### src/include/tws_pkg.sv
// Purpose: shared constants for the two-wire slave receiver
// Assumes: apb register map of four aligned words
// Notes: status codes carry zero prescaler bits
package tws_pkg;
  // ==========================================================
  // register map
  localparam int unsigned APB_AW = 8;
  localparam int unsigned APB_DW = 32;
  localparam logic [7:0] OFS_OWN = 8'h00;
  localparam logic [7:0] OFS_CTL = 8'h04;
  localparam logic [7:0] OFS_STAT = 8'h08;
  localparam logic [7:0] OFS_DATA = 8'h0c;
  // ==========================================================
  // field positions
  localparam int unsigned CTL_IRQ = 7;
  localparam int unsigned CTL_ACK = 6;
  localparam int unsigned CTL_STA = 5;
  localparam int unsigned CTL_STO = 4;
  localparam int unsigned CTL_EN = 2;
  localparam int unsigned OWN_GC = 0;
  localparam logic [7:0] CTL_WMASK = 8'h74;
  localparam logic [7:0] STAT_MASK = 8'hf8;
  // ==========================================================
  // reset values
  localparam logic [7:0] RST_OWN = 8'h00;
  localparam logic [7:0] RST_CTL = 8'h00;
  localparam logic [7:0] RST_DATA = 8'hff;
  // ==========================================================
  // status codes
  localparam logic [7:0] ST_OWN_W = 8'h60;
  localparam logic [7:0] ST_ARB_OWN = 8'h68;
  localparam logic [7:0] ST_GC = 8'h70;
  localparam logic [7:0] ST_ARB_GC = 8'h78;
  localparam logic [7:0] ST_D_ACK = 8'h80;
  localparam logic [7:0] ST_D_NACK = 8'h88;
  localparam logic [7:0] ST_GD_ACK = 8'h90;
  localparam logic [7:0] ST_GD_NACK = 8'h98;
  localparam logic [7:0] ST_NONE = 8'hf8;
  localparam logic [3:0] BYTE_BITS = 4'd8;
  localparam logic [6:0] GC_ADDR = 7'h00;
  // ==========================================================
  // link states, gray along idle-addr-ack-hold-data
  typedef enum logic [2:0] {
    TWS_IDLE = 3'b000,
    TWS_ADDR = 3'b001,
    TWS_ACK = 3'b011,
    TWS_HOLD = 3'b010,
    TWS_DATA = 3'b110,
    TWS_SKIP = 3'b100
  } tws_state_type;
endpackage : tws_pkg

### src/design/tws_line_sync.sv
// Purpose: two-flop synchroniser and edge finder for bus lines
// Assumes: lines are asynchronous to clk
// Notes: edges come from the second and third stages only
`timescale 1ns/1ps
module tws_line_sync #(
  parameter int unsigned W = 2
) (
  input wire logic clk,
  input wire logic nrst,
  input wire logic [W-1:0] line_in,
  output logic [W-1:0] level,
  output logic [W-1:0] rise,
  output logic [W-1:0] fall
);
  logic [W-1:0] meta;
  logic [W-1:0] prev;
  // ==========================================================
  // per line stages
  genvar i;
  generate
    for (i = 0; i < W; i++) begin : g_line
      always_ff @(posedge clk or negedge nrst) begin
        if (!nrst) begin
          meta[i] <= 1'b1;
          level[i] <= 1'b1;
          prev[i] <= 1'b1;
        end else begin
          meta[i] <= line_in[i];
          level[i] <= meta[i];
          prev[i] <= level[i];
        end
      end
      assign rise[i] = level[i] & ~prev[i];
      assign fall[i] = ~level[i] & prev[i];
    end
  endgenerate
endmodule : tws_line_sync

### src/design/tws_slave_rx.sv
// Purpose: slave receiver of a two-wire serial unit with apb registers
// Assumes: open-drain bus lines, clk far faster than scl
// Notes: operation
// Operation
// - answer only when received seven-bit address equals own address upper bits
// - own address bit zero enables answering the general call address
// - matched address with write bit enters receive, read bit leaves for transmit
// - after own address plus write, set flag and present status
// - addressed for write after lost arbitration still enters receive mode
// - acknowledge enable cleared means next data byte gets not-acknowledge
// - acknowledge enable low: own address ignored, bus still watched
// - in deep sleep address match still works when acknowledge enabled
// - match in sleep wakes device, scl held low until flag cleared
// - data register need not hold last bus byte after wake
// - status codes read with prescaler bits zero
// - own address plus write acknowledged gives status 0x60
// - after lost arbitration report 0x68 own or 0x78 general call
// - general call acknowledged gives status 0x70
// - after address status flag clear, next byte acked per acknowledge enable
// - data byte received and acked gives status 0x80
// - status 0x88 on nack byte; clear leaves addressed mode
// - back in non-addressed mode general call honoured if enabled
// - start request with flag clear issues start once bus free
//
// Decided for this implementation: the register addresses and the APB slave port.
`timescale 1ns/1ps
module tws_slave_rx (
  input wire logic clk,
  input wire logic nrst,
  input wire logic psel,
  input wire logic penable,
  input wire logic pwrite,
  input wire logic [tws_pkg::APB_AW-1:0] paddr,
  input wire logic [tws_pkg::APB_DW-1:0] pwdata,
  output logic [tws_pkg::APB_DW-1:0] prdata,
  output logic pready,
  output logic pslverr,
  input wire logic scl_in,
  output logic scl_out,
  output logic scl_oe_n,
  input wire logic sda_in,
  output logic sda_out,
  output logic sda_oe_n,
  input wire logic sleep_mode,
  input wire logic arb_lost,
  output logic wake_req,
  output logic start_issue,
  output logic slave_tx_sel
);
  import tws_pkg::*;

  // ==========================================================
  // address decode
  function automatic logic reg_hit(input logic [APB_AW-1:0] a);
    reg_hit = (a == OFS_OWN) || (a == OFS_CTL) || (a == OFS_STAT) || (a == OFS_DATA);
  endfunction : reg_hit

  logic [7:0] own_slave_address;
  logic [7:0] serial_control_reg;
  logic [7:0] serial_status_reg;
  logic [7:0] serial_data_reg;
  logic [7:0] rdata;
  logic [7:0] next_own, next_ctl, next_stat, next_data, next_rdata;
  logic wr_en, rd_setup, flag_clr, resume, irq_flag, ack_enable;
  logic set_irq, rx_load;
  logic [7:0] stat_code;

  tws_state_type state, next_state;
  logic [3:0] bit_cnt, next_cnt;
  logic [7:0] shreg, next_sh;
  logic is_gc, next_gc, ack_sel, next_ack, nacked, next_nack;
  logic data_ph, next_dph, bus_idle, next_idle, start_pending, next_pend;
  logic sda_drv, next_sda, next_wake, next_issue, next_tx;
  logic [1:0] lvl, rise, fall;
  logic scl_rise, scl_fall, start_cond, stop_cond, gc_hit, own_hit, unit_on;

  // ==========================================================
  // bus line conditioning
  tws_line_sync #(.W(2)) u_sync (
    .clk(clk),
    .nrst(nrst),
    .line_in({sda_in, scl_in}),
    .level(lvl),
    .rise(rise),
    .fall(fall)
  );

  assign scl_rise = rise[0];
  assign scl_fall = fall[0];
  assign start_cond = lvl[0] & fall[1];
  assign stop_cond = lvl[0] & rise[1];
  assign irq_flag = serial_control_reg[CTL_IRQ];
  assign ack_enable = serial_control_reg[CTL_ACK];
  // acknowledge enable gates address recognition; sleep does not
  assign unit_on = serial_control_reg[CTL_EN] & ack_enable;
  assign gc_hit = (shreg[7:1] == GC_ADDR) & own_slave_address[OWN_GC];
  assign own_hit = (shreg[7:1] != GC_ADDR) & (shreg[7:1] == own_slave_address[7:1]);

  // ==========================================================
  // apb slave, zero wait states
  assign wr_en = psel & penable & pwrite & reg_hit(paddr);
  assign rd_setup = psel & ~penable & ~pwrite;
  assign pready = 1'b1;
  assign pslverr = psel & penable & ~reg_hit(paddr);
  assign prdata = {24'h000000, rdata};
  assign flag_clr = wr_en & (paddr == OFS_CTL) & pwdata[CTL_IRQ];
  assign resume = flag_clr & irq_flag;

  always_comb begin
    next_own = own_slave_address;
    next_ctl = serial_control_reg;
    next_stat = serial_status_reg;
    next_data = serial_data_reg;
    next_rdata = rdata;
    if (wr_en && paddr == OFS_OWN) begin
      next_own = pwdata[7:0];
    end
    if (wr_en && paddr == OFS_CTL) begin
      next_ctl = (serial_control_reg & ~CTL_WMASK) | (pwdata[7:0] & CTL_WMASK);
    end
    if (wr_en && paddr == OFS_DATA) begin
      next_data = pwdata[7:0];
    end
    // a flag set in the clearing cycle survives
    next_ctl[CTL_IRQ] = set_irq | (irq_flag & ~flag_clr);
    if (set_irq) begin
      next_stat = stat_code & STAT_MASK;
    end
    // address bytes never land here, so wake leaves old data
    if (rx_load) begin
      next_data = shreg;
    end
    if (rd_setup) begin
      case (paddr)
        OFS_OWN: next_rdata = own_slave_address;
        OFS_CTL: next_rdata = serial_control_reg;
        OFS_STAT: next_rdata = serial_status_reg;
        OFS_DATA: next_rdata = serial_data_reg;
        default: next_rdata = 8'h00;
      endcase
    end
  end

  always_ff @(posedge clk or negedge nrst) begin
    if (!nrst) begin
      own_slave_address <= RST_OWN;
      serial_control_reg <= RST_CTL;
      serial_status_reg <= ST_NONE;
      serial_data_reg <= RST_DATA;
      rdata <= 8'h00;
    end else begin
      own_slave_address <= next_own;
      serial_control_reg <= next_ctl;
      serial_status_reg <= next_stat;
      serial_data_reg <= next_data;
      rdata <= next_rdata;
    end
  end

  // ==========================================================
  // link state machine
  always_comb begin
    next_state = state;
    next_cnt = bit_cnt;
    next_sh = shreg;
    next_gc = is_gc;
    next_ack = ack_sel;
    next_nack = nacked;
    next_dph = data_ph;
    next_idle = bus_idle;
    next_pend = start_pending;
    next_sda = sda_drv;
    next_wake = 1'b0;
    next_issue = 1'b0;
    next_tx = 1'b0;
    set_irq = 1'b0;
    rx_load = 1'b0;
    stat_code = serial_status_reg;
    if (start_cond) begin
      next_state = TWS_ADDR;
      next_cnt = 4'd0;
      next_dph = 1'b0;
      next_idle = 1'b0;
      next_sda = 1'b0;
    end else if (stop_cond) begin
      next_state = TWS_IDLE;
      next_idle = 1'b1;
      next_sda = 1'b0;
    end else begin
      case (state)
        TWS_ADDR, TWS_DATA: begin
          if (scl_rise) begin
            next_sh = {shreg[6:0], lvl[1]};
            next_cnt = bit_cnt + 4'd1;
          end else if (scl_fall && bit_cnt == BYTE_BITS) begin
            if (state == TWS_DATA) begin
              next_state = TWS_ACK;
              next_sda = ack_sel;
            end else if (unit_on && (own_hit || gc_hit) && !shreg[0]) begin
              next_state = TWS_ACK;
              next_sda = 1'b1;
              next_ack = 1'b1;
              next_gc = gc_hit;
              next_wake = sleep_mode;
            end else begin
              next_state = TWS_SKIP;
              next_tx = unit_on & own_hit & shreg[0];
            end
          end
        end
        TWS_ACK: begin
          if (scl_fall) begin
            next_sda = 1'b0;
            next_state = TWS_HOLD;
            next_cnt = 4'd0;
            set_irq = 1'b1;
            next_nack = ~ack_sel;
            rx_load = data_ph;
            if (data_ph) begin
              stat_code = is_gc ? (ack_sel ? ST_GD_ACK : ST_GD_NACK)
                                : (ack_sel ? ST_D_ACK : ST_D_NACK);
            end else if (is_gc) begin
              stat_code = arb_lost ? ST_ARB_GC : ST_GC;
            end else begin
              stat_code = arb_lost ? ST_ARB_OWN : ST_OWN_W;
            end
          end
        end
        TWS_HOLD: begin
          if (resume) begin
            // start and ack choices ride on the very write that clears the flag
            if (nacked) begin
              next_state = TWS_SKIP;
              next_pend = pwdata[CTL_STA];
            end else begin
              next_state = TWS_DATA;
              next_dph = 1'b1;
              next_ack = pwdata[CTL_ACK];
            end
          end
        end
        TWS_IDLE, TWS_SKIP: begin
          if (start_pending && bus_idle) begin
            next_issue = 1'b1;
            next_pend = 1'b0;
          end
        end
        default: next_state = TWS_IDLE;
      endcase
    end
  end

  always_ff @(posedge clk or negedge nrst) begin
    if (!nrst) begin
      state <= TWS_IDLE;
      bit_cnt <= 4'd0;
      shreg <= 8'h00;
      is_gc <= 1'b0;
      ack_sel <= 1'b0;
      nacked <= 1'b0;
      data_ph <= 1'b0;
      bus_idle <= 1'b1;
      start_pending <= 1'b0;
      sda_drv <= 1'b0;
      wake_req <= 1'b0;
      start_issue <= 1'b0;
      slave_tx_sel <= 1'b0;
    end else begin
      state <= next_state;
      bit_cnt <= next_cnt;
      shreg <= next_sh;
      is_gc <= next_gc;
      ack_sel <= next_ack;
      nacked <= next_nack;
      data_ph <= next_dph;
      bus_idle <= next_idle;
      start_pending <= next_pend;
      sda_drv <= next_sda;
      wake_req <= next_wake;
      start_issue <= next_issue;
      slave_tx_sel <= next_tx;
    end
  end

  // clock stretch: a long wake-up keeps the whole bus blocked
  assign scl_out = 1'b0;
  assign scl_oe_n = ~(state == TWS_HOLD);
  assign sda_out = 1'b0;
  assign sda_oe_n = ~sda_drv;
endmodule : tws_slave_rx

### config.mk
export PLATFORM = sky130hd
export DESIGN_NAME = tws_slave_rx
export DESIGN_NICKNAME = d
export VERILOG_FILES = /design/src/include/tws_pkg.sv /design/src/design/tws_line_sync.sv /design/src/design/tws_slave_rx.sv
export SDC_FILE = /design/constraint.sdc
export NUM_CORES = 1
export LEC_CHECK = 0
export BUFFER_PORTS_ARGS = -buffer_cell sky130_fd_sc_hd__buf_2
export CORE_MARGIN = 2
export CORE_UTILIZATION = 36
export CTS_CLUSTER_DIAMETER = 60
export DETAILED_ROUTE_END_ITERATION = 10
export GPL_TIMING_DRIVEN = 1
export PLACE_DENSITY = 0.54
export REMOVE_ABC_BUFFERS = 1
export SKIP_LAST_GASP = 1
export SYNTH_ARGS = -nofsm -noshare
export SYNTH_HDL_FRONTEND = slang
export SYNTH_SLANG_ARGS = --single-unit
### constraint.sdc
create_clock -name clk -period 3.9 [get_ports clk]
set_input_delay 0.78 -clock clk [delete_from_list [all_inputs] [get_ports clk]]
set_output_delay 0.78 -clock clk [all_outputs]
set_load 0.05 [all_outputs]
-- Yosys cells after proc, flatten, opt, wreduce, memory -nomap -nowiden
Index checks and enable logic that the tools add are counted.
- bits in registers: 68
- memory bits (writable): 0
- memories kept: 0
- memory bits (read-only): 0
- latch bits: 0
- input port bits: 49
- equal/unequal tests: 28
- bitwise gates (word level): 38
- divide/modulo/power cells: 0
- reduce and logical (&&, ||, !) cells: 36
- mux-type cells: 76
- multipliers: 0
- $add $sub $neg: 1
- shift operators: 0
- $lt $le $gt $ge: 0
- operators with widths (kind ; number):
    2-to-1 mux 1 bit ; 48
    2-to-1 mux 4 bit ; 8
    one-hot mux 8 bit (4 select lines) ; 1
    2-to-1 mux 3 bit ; 8
    2-to-1 mux 8 bit ; 3
    bitwise AND 1 bit ; 21
    != test 2 bit, second input constant ; 9
    == test 8 x 4 -> 1 bit, second input constant ; 2
    != test 4 bit, second input constant ; 4
    AND reduction 4 bit ; 4
    inverter 1 bit ; 15
    AND reduction 5 bit ; 3
    one-hot mux 3 bit (4 select lines) ; 1
    nonzero test 2 bit ; 6
    2-to-1 mux 5 bit ; 2
    != test 3 bit, second input constant ; 3
    AND reduction 9 bit ; 1
    == test 8 x 3 -> 1 bit, second input constant ; 1
    zero test 8 bit ; 1
    one-hot mux 4 bit (2 select lines) ; 1
    == test 7 bit ; 1
    logical AND 1 bit ; 7
    zero test 7 bit ; 1
    OR 4 x 7 -> 7 bit ; 1
    other kinds (19) ; 27

-- Depth between registers and ports, before layout
- word-level depth: 12
- mapped depth: 9

-- Modules after synthesis
Synthesis repeated with hierarchy kept, for this count alone.
- cell total of the unflattened synthesis: 335
- area, all modules: 3534.6 um^2
- modules (own cells, without submodules) (module ; area an instance (um^2) ; cells an instance ; instances):
    tws_slave_rx ; 3342.0 ; 325 ; 1
    tws_line_sync ; 192.7 ; 10 ; 1

-- Worst setup path after synthesis
OpenSTA, ideal clock, no wires.
- kind: input -> output
- from: in paddr[5] (netlist bit)
- to: out pslverr
- arrival time: 2000 ps
- buffers on the path: 0
- stages: 3
- setup slack: 1120 ps
- data required time: 3120 ps
- cells stage by stage: or4_4 -> or2_2 -> and3_1
- longest elaborated chain between the ends: 6
- RTL lines (element ; RTL line ; RTL):
    start, declared ; tws_slave_rx.sv:33 ; input wire logic [tws_pkg::APB_AW-1:0] paddr,
    == test 8 x 3 -> 1 bit / zero test 8 bit (equally long branches) ; tws_slave_rx.sv:55 ; reg_hit = (a == OFS_OWN) || (a == OFS_CTL) || (a == OFS_STAT) || (a == OFS_DATA);
    logical OR 1 bit (2 in a row) ; tws_slave_rx.sv:55 ;
    logical OR 1 bit (*) ; tws_slave_rx.sv:55 ;
    inverter 1 bit (*) ; tws_slave_rx.sv:104 ; assign pslverr = psel & penable & ~reg_hit(paddr);
    bitwise AND 1 bit (*) ; tws_slave_rx.sv:104 ;
    end, declared ; tws_slave_rx.sv:37 ; output logic pslverr,
Every way passes the cells marked *; elsewhere a longest branch is shown, timed or not.

-- Worst setup path in the final report
Same ends and word-level chain as after synthesis.

==> results.py <==
metrics = {
    "status": {
        "status": "finished, final reports clean",
    },
    "route": {
        "firstDrtPassIters": 5,
        "drtIter0Drc": 138,
        "route.detailed.drc": 0,
        "wl_um": 7200,
        "avgRoutedWirePerCell_um": 14.9,
        "post_drt_via_cell_ratio": 5.00,
        "vias": 2413,
        "ant_nets": 0,
    },
    "timing": {
        "min_period_over_period": 0.756,
        "tns_ns": 0,
        "rsz0062_at_grt": "no",
        "clock_skew_ns": 0.0115,
        "fmax_mhz": 339,
        "hold_viol_final": 0,
        "drv_slew": 0,
        "finalSetupViolations": 0,
        "max-slew-margin-rel": 0.585,
        "finalCriticalPeriod_ns": 2.95,
        "tightest_slew_ns": 0.618,
        "whs_ns": 0.259,
    },
    "power_and_ir_drop": {
        "max-vdd-ir-drop_mv": 0.135,
        "sw_frac_of_total": 0.307,
        "p_leak_nw": 1.83,
        "combPwrFrac": 0.189,
        "power_frac_seq": 0.502,
        "pwr-share-clk": 0.309,
        "p_sw_w": 0.000524,
        "power_density_nw_per_um2": 453,
        "intPower_w": 0.00118,
    },
    "setup_path": {
        "start_kind": "input port",
        "required_ns": 3.12,
        "arrival_ns": 2.17,
        "crit_fanout": 5,
        "critical_path_class": "input port to output pin",
        "end_kind": "output pin",
    },
    "placed_design": {
        "gp_congestion": 0.865,
        "dp_hpwl_um": 5380,
        "port_buffers": 38,
        "dp_cells": 467,
    },
    "synthesis": {
        "yosys-top-cells-area": "dfrtp_1, dfstp_2, mux2_2, buf_4, nand2_1",
        "synth.area.mux_share": 0.127,
        "ys_warn_count": 0,
        "ys_seq_area_frac": 0.478,
        "synth_ff_type": "dfrtp_1",
        "synth_edf_count": 0,
        "syn_inst": 329,
        "synth_fa_ha_area_frac": 0.00736,
        "synth_top_area_cell": "dfrtp_1",
        "synth_area_sq_um": 3400,
        "synth_xor_area_frac": 0.0232,
        "yosysTopAreaCellShare": 0.331,
        "postSynthAreaPerCell_sq_um": 10.3,
        "synthDistinctLibCells": 60,
        "synthSimpleGateAreaFrac": 0.161,
        "synth-compound-area-share": 0.112,
        "synth-async-reset-ratio": 1.00,
        "synth_seq_cells": 64,
        "synth_top_family_by_area": "simple AND/OR/NAND/NOR gates",
    },
    "die": {
        "die-area_sq_um": 10200,
        "core_sq_um": 9200,
        "core.rowCount": 35,
        "die_w_um": 101,
        "start_util": 0.370,
        "die_height_um": 101,
        "ios": 90,
    },
    "clocking": {
        "cts.sinks": 64,
        "htreeDepth": 3,
        "clk_path_buf_depth": 2,
        "hold_buffers": 0,
        "cts_root_buf": "clkbuf_8",
        "cts_setup_buffers": 0,
        "cts_tree": "yes",
        "path_clk_slew_ns": 0.06,
        "ctsResizeCount": 0,
        "numCtsBuffers": 9,
        "clk_latency_ns": 0.34,
    },
    "global_routing": {
        "antenna_found_initial": 0,
        "gr-total-overflow": 0,
        "grt_max_degree": 42,
        "grt_usage": 0.147,
        "grt_pass1_wl_um": 11500,
        "grt_pass1_vias": 2259,
    },
    "layout": {
        "finalNonFillerCells": 483,
        "syn_to_final_growth_pct": 10.5,
        "diodes": 0,
        "final_cell_mix": "dfrtp_1, nand2_1, buf_2, conb_1, o21ai_0",
        "layout_commonest_cell": "dfrtp_1",
        "layout.nets": 418,
        "layout-drive-gt1-share": 0.288,
    },
    "job": {
        "cap_viol_max_count": 0,
    },
    "hold_path": {
        "hold_class": "input port to async pin",
    },
}
[critical path, stage by stage]
cell    delay, ns
buf_2        0.09
or4_4        0.55
or2_2        0.34
and3_1       0.19
buf_2        0.20
[per-layer routing]
layer | wire length [um] | GRT usage | vias to the layer above
met2 | 3340 | 0.225 | 51
met1 | 3480 | 0.203 | 1174
met4 | 128 | 0.0634 | 0
li1 | - | - | 1178
met5 | 0 | 0 | -
met3 | 241 | 0.0290 | 10
[power groups by stage]
stage | clock [W] | sequential, W | combinational [W]
3_5_place_dp | 0 | 0.000867 | 0.000325
3_3_place_gp | 0 | 0.000867 | 0.000317
4_1_cts | 0.000540 | 0.000856 | 0.000326
5_1_grt | 0.000577 | 0.000868 | 0.000360
2_1_floorplan | 0 | 0.000842 | 0.000244
6_report | 0.000526 | 0.000856 | 0.000322
[final timing paths]
kind | start | end | slack [ns] | cells after the start
max reg2reg | state[0] | bit_cnt[3] | 1.79 | 6
min | nrst | bit_cnt[2] | 0.26 | 1
min reg2reg | u_sync.meta[1] | u_sync.level[1] | 0.36 | 0
max | paddr[5] | pslverr | 0.95 | 5
max in group asynchronous | nrst | serial_data_reg[6] | 2.91 | 2
min in group clk | u_sync.meta[1] | u_sync.level[1] | 0.36 | 0
[synth_stat cells, types with 3 or more instances]
cell      instances
a21o_1            3
a21oi_1           7
a221oi_1          3
a22oi_1           3
and2_1            3
and3_1            5
buf_4            29
clkbuf_1          6
dfrtp_1          45
dfstp_2          19
inv_1            10
mux2_2           23
mux2i_1          15
nand2_1          42
nand3_1           8
nor2_1           13
nor2b_1           3
nor3_1            3
nor3b_1           3
nor4_1            3
o21ai_0          25
o31ai_1           3
or3_1             4
xor2_1            8
[kinds of logic after synthesis]
kind of cell / count (synthesis)
fa+ha+maj: 2
mux: 39
simple gates: 105
buf+inv: 49
other cells: 2
flops: 64
xor+xnor: 9
compound gates: 59
[per-stage QoR]
| stage | power [W] | setup slack [ns] | instance area [sq um] | utilization |
|---|---|---|---|---|
| after floorplan | 0.00109 | 1.12 | 3230 | - |
| after global placement | 0.00118 | 0.960 | 3580 | 0.389 |
| after detailed placement | 0.00119 | 0.953 | 3580 | 0.389 |
| after CTS | 0.00172 | 0.951 | 3760 | 0.409 |
| after global routing | 0.00180 | 0.920 | 3760 | 0.409 |
| final | 0.00170 | 0.951 | 3760 | 0.409 |
[area by class of cell]
cell class | count | area, sq um
fillers | 906 | 5440
flip-flops and latches | 64 | 1630
multi-input cells | 241 | 1570
repair buffers | 41 | 213
clock buffers | 16 | 180
well taps | 111 | 139
inverters | 10 | 37.5
Power figures use the tool's default switching activity.
